### config.mk
export PLATFORM = sky130hd
export DESIGN_NAME = piso_shifter
export DESIGN_NICKNAME = d
export VERILOG_FILES = /design/src/pin_sync.v /design/src/piso_shifter.v
export VERILOG_INCLUDE_DIRS = /design/src
export SDC_FILE = /design/constraint.sdc
export NUM_CORES = 1
export LEC_CHECK = 0
export BUFFER_PORTS_ARGS = -buffer_cell sky130_fd_sc_hd__buf_2
export CAP_MARGIN = 40
export CORE_ASPECT_RATIO = 1.25
export CORE_MARGIN = 8
export CORE_UTILIZATION = 55
export DETAILED_ROUTE_END_ITERATION = 16
export GPL_ROUTABILITY_DRIVEN = 0
export PLACE_DENSITY = 0.79
export SLEW_MARGIN = 15
export SYNTH_ARGS = -nofsm -noshare
export SYNTH_HDL_FRONTEND = slang
export SYNTH_SLANG_ARGS = --single-unit
### constraint.sdc
create_clock -name ref_clk_i -period 2.5 [get_ports ref_clk_i]
set_input_delay 0.125 -clock ref_clk_i [delete_from_list [all_inputs] [get_ports ref_clk_i]]
set_output_delay 0.125 -clock ref_clk_i [all_outputs]
set_load 0.005 [all_outputs]
### src/piso_map.vh
// constants for the eight-stage parallel-in serial-out shifter
`ifndef PISO_MAP_VH
`define PISO_MAP_VH
`define PISO_STAGES 8
`define PISO_LAST 7
`define PISO_SEVENTH 6
`define PISO_SYNC_RST 2'h0
`define PISO_STAGE_RST 8'h00
`define PISO_HIST_RST 1'b1
`endif

### src/pin_sync.v
// two-flop synchroniser for one external pin
`include "piso_map.vh"

module pin_sync (
  // clock and reset
  input wire ref_clk_i,
  input wire rstn_i,
  // pin in, synchronised level out
  input wire pin_i,
  output wire level_o
);
  reg [1:0] sync_r;

  always @(posedge ref_clk_i or negedge rstn_i) begin
    if (!rstn_i) begin
      sync_r <= `PISO_SYNC_RST;
    end else begin
      sync_r <= {sync_r[0], pin_i};
    end
  end

  assign level_o = sync_r[1];
endmodule

### src/piso_shifter.v
// eight-stage parallel-in serial-out shifter, sampled on the system clock
`include "piso_map.vh"

module piso_shifter (
  // clock and reset
  input wire ref_clk_i,
  input wire rstn_i,
  // control pins
  input wire shift_nload_i,
  input wire clock_in_i,
  input wire clock_gate_input_i,
  input wire serial_in_i,
  // parallel data pins
  input wire [`PISO_STAGES-1:0] parallel_inputs_i,
  // serial outputs
  output wire last_stage_out_o,
  output wire last_stage_out_n_o,
  // internal stage view
  output wire first_stage_bit_o,
  output wire seventh_stage_bit_o
);
  // ----------------------------------------
  // declarations
  // ----------------------------------------
  wire shift_s;
  wire clk_s;
  wire gate_s;
  wire ser_s;
  wire [`PISO_STAGES-1:0] par_s;

  wire nor_clk;
  wire eff_clk;
  wire clk_rise;
  wire shift_mode;
  wire load_mode;

  wire first_bit;
  wire seventh_bit;
  wire last_bit;

  reg eff_clk_d_r;
  reg [`PISO_STAGES-1:0] stage_r;
  reg [`PISO_STAGES-1:0] stage_nxt;

  integer idx;

  // ----------------------------------------
  // helper functions
  // ----------------------------------------
  // two-input nor
  function nor2;
    input a;
    input b;
    begin
      nor2 = ~(a | b);
    end
  endfunction

  function rise;
    input now;
    input prev;
    begin
      rise = now & ~prev;
    end
  endfunction

  function [`PISO_STAGES-1:0] shift_word;
    input [`PISO_STAGES-1:0] word;
    input bit_in;
    begin
      shift_word = {word[`PISO_STAGES-2:0], bit_in};
    end
  endfunction

  // stage picked by index
  function stage_at;
    input [`PISO_STAGES-1:0] word;
    input integer pos;
    begin
      stage_at = word[pos];
    end
  endfunction

  // ----------------------------------------
  // control pin synchronisers
  // ----------------------------------------
  pin_sync u_sync_shift (
    .ref_clk_i(ref_clk_i),
    .rstn_i(rstn_i),
    .pin_i(shift_nload_i),
    .level_o(shift_s)
  );

  pin_sync u_sync_clk (
    .ref_clk_i(ref_clk_i),
    .rstn_i(rstn_i),
    .pin_i(clock_in_i),
    .level_o(clk_s)
  );

  pin_sync u_sync_gate (
    .ref_clk_i(ref_clk_i),
    .rstn_i(rstn_i),
    .pin_i(clock_gate_input_i),
    .level_o(gate_s)
  );

  pin_sync u_sync_ser (
    .ref_clk_i(ref_clk_i),
    .rstn_i(rstn_i),
    .pin_i(serial_in_i),
    .level_o(ser_s)
  );

  // ----------------------------------------
  // parallel pin synchronisers
  // ----------------------------------------
  genvar gi;
  generate
    for (gi = 0; gi < `PISO_STAGES; gi = gi + 1) begin : g_par
      pin_sync u_sync_par (
        .ref_clk_i(ref_clk_i),
        .rstn_i(rstn_i),
        .pin_i(parallel_inputs_i[gi]),
        .level_o(par_s[gi])
      );
    end
  endgenerate

  // ----------------------------------------
  // mode decode
  // ----------------------------------------
  // shift mode when high
  assign shift_mode = shift_s;
  assign load_mode = ~shift_mode;

  // ----------------------------------------
  // effective clock
  // ----------------------------------------
  // nor of both clocks
  assign nor_clk = nor2(clk_s, gate_s);
  assign eff_clk = ~nor_clk;
  assign clk_rise = rise(eff_clk, eff_clk_d_r);

  // ----------------------------------------
  // clock history
  // ----------------------------------------
  always @(posedge ref_clk_i or negedge rstn_i) begin
    if (!rstn_i) begin
      eff_clk_d_r <= `PISO_HIST_RST;
    end else begin
      eff_clk_d_r <= eff_clk;
    end
  end

  // ----------------------------------------
  // stage update
  // ----------------------------------------
  always @* begin
    stage_nxt = stage_r;
    idx = 0;

    if (load_mode) begin
      for (idx = 0; idx < `PISO_STAGES; idx = idx + 1) begin
        stage_nxt[idx] = par_s[idx];
      end
    end else if (shift_mode & clk_rise) begin
      stage_nxt = shift_word(stage_r, ser_s);
    end else begin
      stage_nxt = stage_r;
    end
  end

  // ----------------------------------------
  // stage registers
  // ----------------------------------------
  always @(posedge ref_clk_i or negedge rstn_i) begin
    if (!rstn_i) begin
      stage_r <= `PISO_STAGE_RST;
    end else begin
      stage_r <= stage_nxt;
    end
  end

  // ----------------------------------------
  // outputs
  // ----------------------------------------
  // last stage is the eighth, bit 7
  assign last_bit = stage_at(stage_r, `PISO_LAST);
  assign seventh_bit = stage_at(stage_r, `PISO_SEVENTH);
  assign first_bit = stage_at(stage_r, 0);

  assign last_stage_out_o = last_bit;
  assign last_stage_out_n_o = ~last_bit;
  assign first_stage_bit_o = first_bit;
  assign seventh_stage_bit_o = seventh_bit;

endmodule

# Word level (Yosys, flattened, before mapping)
# Cells that the tools add are included.
# totals
ff_bits	33
input_bits	14
output_inout_bits	4
word_cells	22
# op_classes
n_eq_ne	1
muxes	2
bitwise_logic	5
# op_table
operator	n
$mux 8	2
$and 1x1->1	2
$ne 2x2->1 const B	1
$not 1->1	2
$or 1x1->1	1

# Longest topological paths before layout
# Gate-level depths: netlist (run 1).
# logic_depth
ltp_word	5
mapped_depth	4
mapped_depth_nobuf	3

# Modules after synthesis
# From an unflattened synthesis (run 1), not the netlist that was laid out.
# unflattened
hier_cells	72
area_unflattened_um2	1016.0
# modules_own_cells
module	instances	cells_per_inst	area_per_inst_um2	seq_area_each_um2
pin_sync	12	2	50.0	50.0
piso_shifter	1	48	415.4	226.5

# Least setup slack after synthesis (run 1)
# Ideal clock, no wire load.
# synth_path
path_type	register to register
startpoint	reg eff_clk_d_r
endpoint	reg stage_r[0]
setup_time_ns	0.130
t_arrival_ns	0.890
required_time_ns	2.370
slack_ns	1.480
stages_incl_launch_ff	5
path_buffers	1
synth_period_minus_slack_ns	1.020
cell_sequence	dfstp_2 > o21ba_1 > buf_4 > nand2_1 > a31oi_1
# synth_between
elab_chain_cells	4
# synth_rtl
element	line	text
start: declaration	piso_shifter.v:41	reg eff_clk_d_r;
start signal: assignment	piso_shifter.v:150	eff_clk_d_r <= `PISO_HIST_RST;
start signal: assignment	piso_shifter.v:152	eff_clk_d_r <= eff_clk;
$not 1->1	piso_shifter.v:63	rise = now & ~prev;
$and 1x1->1	piso_shifter.v:63	
$and 1x1->1	piso_shifter.v:167	end else if (shift_mode & clk_rise) begin
$ne 2x2->1 (no line)	-	
end signal: assignment	piso_shifter.v:179	stage_r <= `PISO_STAGE_RST;
end signal: assignment	piso_shifter.v:181	stage_r <= stage_nxt;
end: declaration	piso_shifter.v:42	reg [`PISO_STAGES-1:0] stage_r;
# Every way passes these cells.
# A chain may end at the register's enable or synchronous reset.

# Final worst setup path (run 1)
# layout_path
startpoint	reg u_sync_gate.sync_r[1]
endpoint	reg stage_r[6]
# layout_between
elab_chain_cells	4
# layout_rtl
element	line	text
start: declaration	pin_sync.v:12	reg [1:0] sync_r;
start signal: assignment	pin_sync.v:16	sync_r <= `PISO_SYNC_RST;
start signal: assignment	pin_sync.v:18	sync_r <= {sync_r[0], pin_i};
$or 1x1->1	piso_shifter.v:55	nor2 = ~(a | b);
$and 1x1->1	piso_shifter.v:63	
$and 1x1->1	piso_shifter.v:167	
$ne 2x2->1 (no line)	-	
# Every way passes these cells.

==> results.cfg, run 1 <==
[setup_path]
crit_required_ns = 2.74
rr_startpoint = u_sync_gate.sync_r[1]
crit_path_start_kind = register
crit_path_start = u_sync_gate.sync_r[1]
path_cells = o21bai_2 -> nand2_1 -> a31oi_1
cp_max_fo = 8
end_kind = register
cp.arrival_ns = 1.33
slowest_stage = dfrtp_1
criticalPathCategory = reg -> reg
cp_slowest_stage_delay_ns = 0.41

[synth]
yosys_most_used_dff = dfrtp_1
synth_edf_count = 0
synth.top_cell.area_share_pct = 78.8
synth.most_common_cell = dfrtp_1
yosys-top-cells-count = 32 x dfrtp_1, 16 x nand2_1, 8 x a31oi_1, 8 x nor2_1, 2 x buf_2
async_reset_ff_share_pct = 100
ys_seq_elements = 33
synthXorXnorAreaFrac_pct = 0
ys_warn_count = 0
synth.avg_cell_area_um2 = 14.1
synthAdderAreaFrac_pct = 0
yosysTopAreaCell = dfrtp_1
synth_area_leaders = dfrtp_1 79%, nand2_1 5.9%, a31oi_1 4.9%
seq_area_frac_synth_pct = 81.4
synthCells = 72
synth_top_family_by_area = simple AND/OR/NAND/NOR gates
synthDistinctLibCells = 11
synthSimpleGateAreaFrac_pct = 9.48
synth_compound_area_share_pct = 7.02
synthesis.area_um2 = 1020
synth_mux_area_share_pct = 0
synth_nets = 86

[power_and_ir_drop]
leakagePower_nw = 0.626
ir_worst_vdd_mv = 0.592
p_per_area_nw_per_um2 = 747
power_mw = 0.976

[sta]
finalHoldWorstSlack_ns = 0.344
finalSetupViolations = 0
fmax_ghz = 0.916
grt_setup_unrepaired = false
tightestPinTransition_ns = 0.668
fin_skew_ns = 0.00863
finalCriticalPeriod_ns = 1.09
worst_slack_ns = 1.41
finalMaxSlewViolations = 0
hold_viol = 0
fin_crit_sh_pct = 43.7
max-slew-margin-rel_pct = 55.5
fin_tns_setup_ns = 0

[cells_and_area]
synthToLayoutAreaGrowth_pct = 28.7
num_antenna_cells = 0
layout-drive-gt1-share_pct = 25.2
nets = 120
fillCellCount = 120
post-route-cell-area_um2 = 1310
postLayoutCoreUtil_pct = 75.0
fin_cells = 126

[drt]
routed_wirelength_um = 1550
drc = 0
num_vias = 641
wl_per_cell_um = 12.3
viasPerCell = 5.09
drt_first_iter_violations = 11
ant_nets = 0
firstDrtPassIters = 4

[die]
io_pins = 18
dieArea_um2 = 3490
die_w_um = 54.4
core_area_um2 = 1740
initial_utilization_pct = 58.2
die_height_um = 64.1
rows = 17

[clocking]
cts.path.max_buffers = 2
cts_sinks = 33
tritoncts = yes
cts_made_buffers = 5
clk_pin_slew_ns = 0.09
cts_max_level = 2
clock_latency_ns = 0.32
post_cts_buffers = 0
cts_root_buffer = clkbuf_4

[grt]
grt_pass1_wl_um = 2730
overflow = 0
grtUsageTotal_pct = 11.0
grt_max_degree = 34
grt_pass1_vias = 687
antenna_found_initial = 0

[min_path]
hp-start = u_sync_gate.sync_r[0]
hp-class = reg -> reg

[place]
dp.final_hpwl_um = 990
port_buffers = 17
place_area_um2 = 1110
placed_cells = 105
pre_cts_slack_ns = 1.43

[flow_run]
max_cap_violations = 0

[outcome]
status = complete, no violations
==> kinds of logic (layout without fill, tap and decap cells) <==
kind of cell / after synthesis / in the layout
buffers and inverters: 4 / 39
AO/OA/AOI/OAI: 10 / 10
flip-flops: 33 / 33
AND/OR/NAND/NOR: 25 / 25
==> per-layer routing <==
layer / global-route usage, % / part of all wire, %
met3: 6.71 / 8.6
met5: 0 / 0
met1: 11.6 / 40
met4: 6.48 / 2.6
met2: 16.1 / 48
==> registers in the layout, indices dropped and copies added (netlist names) <==
name / flops
u_sync_ser.sync_r: 2
stage_r: 8
g_par.u_sync_par.sync_r: 16
u_sync_gate.sync_r: 2
u_sync_clk.sync_r: 2
u_sync_shift.sync_r: 2
eff_clk_d_r: 1
==> path summary, 6_finish.rpt <==
kind,end,slack [ns],cells past startpoint
worst min-delay path,u_sync_gate.sync_r[1],0.34,0
worst max register to register,stage_r[6],1.41,3
worst min register to register,u_sync_gate.sync_r[1],0.34,0
worst max-delay path,stage_r[6],1.41,3
max in group asynchronous,g_par[2].u_sync_par.sync_r[1],1.70,2
min in group asynchronous,stage_r[0],0.36,2
==> cell usage in the layout (no fill, tap or decap), drive strengths merged <==
cell	Yosys	layout
dfrtp	32	32
buf	3	17
nand2	16	16
dlygate4sd3	0	13
nor2	8	8
a31oi	8	8
clkbuf	0	7
o21bai	1	1
o21ba	1	1
inv	1	1
or2	1	1
clkinv	0	1
dfstp	1	1
==> power breakdown <==
group / internal, mW / switching [mW] / total (mW) / leakage, nW
logic: 0.0369 / 0.0314 / 0.0683 / 0.204
clock network: 0.163 / 0.159 / 0.322 / 0.0413
registers: 0.568 / 0.0184 / 0.586 / 0.381
==> worst max-delay path, delay by kind of cell (launching register included) <==
kind / cells / cell delay (ns)
AOI/OAI and AO/OA: 2 / 0.50
DFF: 1 / 0.41
and+or+nand+nor: 1 / 0.10
==> timing repair <==
action | in CTS | in global routing
endpoints found under the hold margin | 44 | 0
gates resized for setup | 0 | 0
hold buffers | 13 | 0
==> cell type report <==
type                       count  area (µm²)  share of cell area, %
sequential                    33         827                   63.3
inverter                       1        3.75                  0.287
clock inverter                 1        5.00                  0.383
timing repair buffer          30         215                   16.5
clock buffer                   7        65.1                   4.98
tap                           19        23.8                   1.82
multi-input combinational     35         168                   12.8
Power figures use the tool's default switching activity.
==> inputs of run 2 (changes only) <==
Settings changed: CORE_UTILIZATION 55 to 46, PLACE_DENSITY 0.79 to 0.7.
Clock period 2.5 ns to 0.9 ns, I/O delays scaled along.
==> results.cfg, run 2 (synthesis results as in run 1) <==
[sta]
finalMaxSlewViolations = 0
worst_slack_ns = -0.134
fin_tns_setup_ns = -0.964
fin_skew_ns = 0.0105
finalHoldWorstSlack_ns = 0.188
finalSetupViolations = 10
fin_crit_sh_pct = 115
finalCriticalPeriod_ns = 1.03
max-slew-margin-rel_pct = 71.3
tightestPinTransition_ns = 0.430
hold_viol = 0
grt_setup_unrepaired = true
fmax_ghz = 0.967

[clocking]
cts_root_buffer = clkbuf_4
cts_sinks = 33
tritoncts = yes
clock_latency_ns = 0.33
cts_max_level = 2
cts.path.max_buffers = 2
clk_pin_slew_ns = 0.09
cts_made_buffers = 5

[drt]
num_vias = 628
wl_per_cell_um = 12.8
firstDrtPassIters = 2
viasPerCell = 4.76
drt_first_iter_violations = 6
routed_wirelength_um = 1690
ant_nets = 0
drc = 0

[min_path]
hp-class = in -> async

[die]
rows = 19
die_w_um = 58.0
io_pins = 18
dieArea_um2 = 3980
die_height_um = 68.5
core_area_um2 = 2140
initial_utilization_pct = 47.5

[cells_and_area]
regArea_um2 = 827
layout-drive-gt1-share_pct = 26.1
fillCellCount = 165
nets = 124
final_common_cell = dfrtp_1
synthToLayoutAreaGrowth_pct = 31.8
multi_input_area_um2 = 175
num_antenna_cells = 0
reg.largest.list = g_par.u_sync_par.sync_r: 16 flops, stage_r: 8 flops
largest_reg_flops = 16
final_cell_mix = 32 x dfrtp_1, 17 x buf_2, 16 x nand2_1, 13 x dlygate4sd3_1
fin_cells = 132
top_register = g_par.u_sync_par.sync_r

[power_and_ir_drop]
power_mw = 2.61
leakagePower_nw = 0.631
ir_worst_vdd_mv = 1.55
p_per_area_nw_per_um2 = 1950

[place]
port_buffers = 17
dp.final_hpwl_um = 1050
placed_cells = 108

[flow_run]
max_cap_violations = 0

[setup_path]
crit_required_ns = 1.15
rr_startpoint = eff_clk_d_r
r2r_end = stage_r[0]
end_kind = register
rr_worst_depth = 3
cp_max_fo = 8
cp.arrival_ns = 1.28
crit_path_start_kind = register
criticalPathCategory = reg -> reg
r2r_slack_ns = -0.13

[grt]
grt_pass1_wl_um = 2810
grt_pass1_vias = 650
grt_max_degree = 19
grtUsageTotal_pct = 10.1
overflow = 0
antenna_found_initial = 0

[outcome]
violations = setup timing
status = complete, but fails checks
==> run 2: cell types whose count changed in the layout (fill, tap and decap cells not counted) <==
cell,delta
buf_4,+3
o21ba_1,-1
clkbuf_1,+3
clkinv_2,-1
o21ba_2,+1
buf_12,+1
o21bai_2,-1
clkbuf_8,-2
o21bai_4,+1
==> run 2: stage by stage <==
| step | utilization, % | setup slack (ns) | instance area, µm² |
|---|---|---|---|
| 5_1_grt | 62.6 | -0.197 | 1340 |
| 4_1_cts | 62.2 | -0.148 | 1330 |
| 3_5_place_dp | 52.8 | -0.188 | 1130 |
| 6_report | 62.6 | -0.134 | 1340 |
| 2_1_floorplan | - | -0.105 | 1020 |
| 3_3_place_gp | 52.8 | -0.151 | 1130 |
==> run 2: where the power goes <==
group          switching, mW  leakage [nW]  internal (mW)
Clock                  0.446        0.0265          0.311
Combinational         0.0968         0.224          0.131
Sequential            0.0484         0.381           1.58
Total                  0.591         0.631           2.02
==> run 2: worst max-delay path by stage <==
| stage | from | end | slack [ns] | depth (start not counted) |
|---|---|---|---|---|
| after global placement | eff_clk_d_r | stage_r[0] | -0.15 | 3 |
| after global routing | eff_clk_d_r | stage_r[4] | -0.20 | 3 |
| after floorplan | eff_clk_d_r | stage_r[0] | -0.11 | 4 |
| final | eff_clk_d_r | stage_r[0] | -0.13 | 3 |
| after CTS | eff_clk_d_r | stage_r[0] | -0.15 | 3 |
| after detailed placement | u_sync_gate.sync_r[1] | stage_r[0] | -0.19 | 3 |
==> run 2: cell type report <==
cell class / instances / area share [%]
clock buffer: 8 / 3.64
inverter: 1 / 0.280
multi-input combinational: 35 / 13.1
sequential: 33 / 61.8
tap: 21 / 1.96
timing repair buffer: 34 / 19.3
==> run 2: repair_timing <==
item	4_1_cts	5_1_grt
resized for setup	2	0
endpoints found under the hold margin	45	0
setup endpoints to repair	12	12
setup buffers	2	1
hold buffers	13	0
pin swaps	1	0
gates cloned	0	0
==> run 2: worst max-delay path, cell delays in order, from the launching register on <==
cell and delay, ns:
dfstp_2 0.53, o21bai_4 0.15, nand2_1 0.09, a31oi_1 0.18
==> run 2: routing by layer <==
metal	vias up	routed length, µm	track usage [%]
met4	0	61	10.1
met2	12	913	17.0
met1	301	643	9.33
met5	-	0	0
li1	307	-	-
met3	8	69	3.71
==> inputs of run 3 (changes only) <==
Settings changed: CORE_UTILIZATION 46 to 55, MAX_ROUTING_LAYER set to met4, PLACE_DENSITY 0.7 to 0.79.
Clock period 0.9 ns to 1.2 ns, I/O delays scaled along.
==> results.cfg, run 3 (synthesis results as in run 1) <==
[power_and_ir_drop]
netSwitchingFraction_pct = 21.6
p_comb_share_pct = 7.1
seq_power_share_pct = 59.8
power_switching_mw = 0.442
leakagePower_nw = 0.631
p_per_area_nw_per_um2 = 1550
clkPwrFrac_pct = 33.1
p_int_mw = 1.60
ir_worst_vdd_mv = 1.35

[setup_path]
cp_max_fo = 8
cp.arrival_ns = 1.26
r2r_slack_ns = 0.13
crit_path_start_kind = register
end_kind = register
crit_required_ns = 1.39
criticalPathCategory = reg -> reg

[clocking]
tritoncts = yes
clk_pin_slew_ns = 0.09
cts_root_buffer = clkbuf_4
post_cts_buffers = 0
cts_made_buffers = 5
cts.path.max_buffers = 2
cts_max_level = 2
post_cts_resized = 0
clock_latency_ns = 0.32
cts_sinks = 33
holdBufCountCts = 13

[flow_run]
max_cap_violations = 0

[drt]
routed_wirelength_um = 1620
ant_nets = 0
num_vias = 629
drt_first_iter_violations = 13
wl_per_cell_um = 12.8
viasPerCell = 4.95
firstDrtPassIters = 4
drc = 0

[sta]
finalCriticalPeriod_ns = 1.07
hold_viol = 0
grt_setup_unrepaired = false
finalMaxSlewViolations = 0
max-slew-margin-rel_pct = 68.5
fin_tns_setup_ns = 0
fmax_ghz = 0.934
finalSetupViolations = 0
fin_skew_ns = 0.00580
fin_crit_sh_pct = 89.2
finalHoldWorstSlack_ns = 0.265
tightestPinTransition_ns = 0.472

[cells_and_area]
nets = 121
synthToLayoutAreaGrowth_pct = 29.4
num_antenna_cells = 0
fillCellCount = 118
layout-drive-gt1-share_pct = 25.9
top_register = g_par.u_sync_par.sync_r
final_cell_mix = 32 x dfrtp_1, 17 x buf_2, 16 x nand2_1, 13 x dlygate4sd3_1
largest_reg_flops = 16
final_common_cell = dfrtp_1
reg.largest.list = g_par.u_sync_par.sync_r: 16 flops, stage_r: 8 flops

[grt]
grtUsageTotal_pct = 11.4
top_usage_layer = met2
use_met1_pct = 11.8
grt_pass1_wl_um = 2560
overflow = 0
grt_pass1_vias = 606
grt_max_degree = 34
antenna_found_initial = 0
use_met2_pct = 14.8
met3_usage_pct = 6.94

[place]
dp.final_hpwl_um = 1030
port_buffers = 17

[outcome]
status = complete, no violations

[die]
die_w_um = 54.4
core_area_um2 = 1740
initial_utilization_pct = 58.2
io_pins = 18
rows = 17
dieArea_um2 = 3490
die_height_um = 64.1

[min_path]
hp-class = in -> async
==> run 3: final timing paths <==
kind                                 startpoint                   end  cells past startpoint
setup / recovery                    eff_clk_d_r            stage_r[4]                      3
hold / removal                           rstn_i            stage_r[5]                      3
setup reg to reg                    eff_clk_d_r            stage_r[4]                      3
hold reg to reg            u_sync_clk.sync_r[0]  u_sync_clk.sync_r[1]                      0
max in group asynchronous                rstn_i           eff_clk_d_r                      3
min in group ref_clk_i     u_sync_clk.sync_r[0]  u_sync_clk.sync_r[1]                      0
==> run 3: power groups by stage <==
stage	combinational, mW	sequential (mW)	clock [mW]
6_report	0.146	1.22	0.676
5_1_grt	0.164	1.23	0.756
4_1_cts	0.149	1.22	0.710
3_5_place_dp	0.116	1.24	0
3_3_place_gp	0.110	1.24	0
2_1_floorplan	0.0588	1.23	0
==> run 3: metrics by stage <==
step / util, % / power (mW) / area (µm²) / instances / setup WS, ns
global route: 75.4 / 2.15 / 1320 / 127 / 0.0134
CTS: 75.4 / 2.08 / 1320 / 127 / 0.115
finish: 75.4 / 2.04 / 1320 / 127 / 0.129
floorplan: - / 1.29 / 1020 / 72 / 0.180
detailed placement: 63.9 / 1.36 / 1110 / 106 / 0.139
global placement: 63.9 / 1.35 / 1110 / 106 / 0.160
==> run 3: worst max-delay path, stage by stage (launching register included) <==
cell	delay, ns
dfstp_2	0.53
o21ba_1	0.21
nand2_1	0.11
a31oi_1	0.09
==> run 3: cell type report <==
cell class              instances  area [µm²]  area share (%)
flip-flops and latches         33         827            62.9
well taps                      19        23.8            1.81
inverters                       1        3.75           0.285
multi-input cells              35         168            12.7
clock inverters                 1        5.00           0.381
repair buffers                 31         223            16.9
clock buffers                   7        65.1            4.95
==> run 3: per-layer routing <==
layer	up-vias	share of wire (%)
li1	301	-
met1	296	42
met2	27	47
met3	5	8.4
met4	0	3.0
met5	-	0
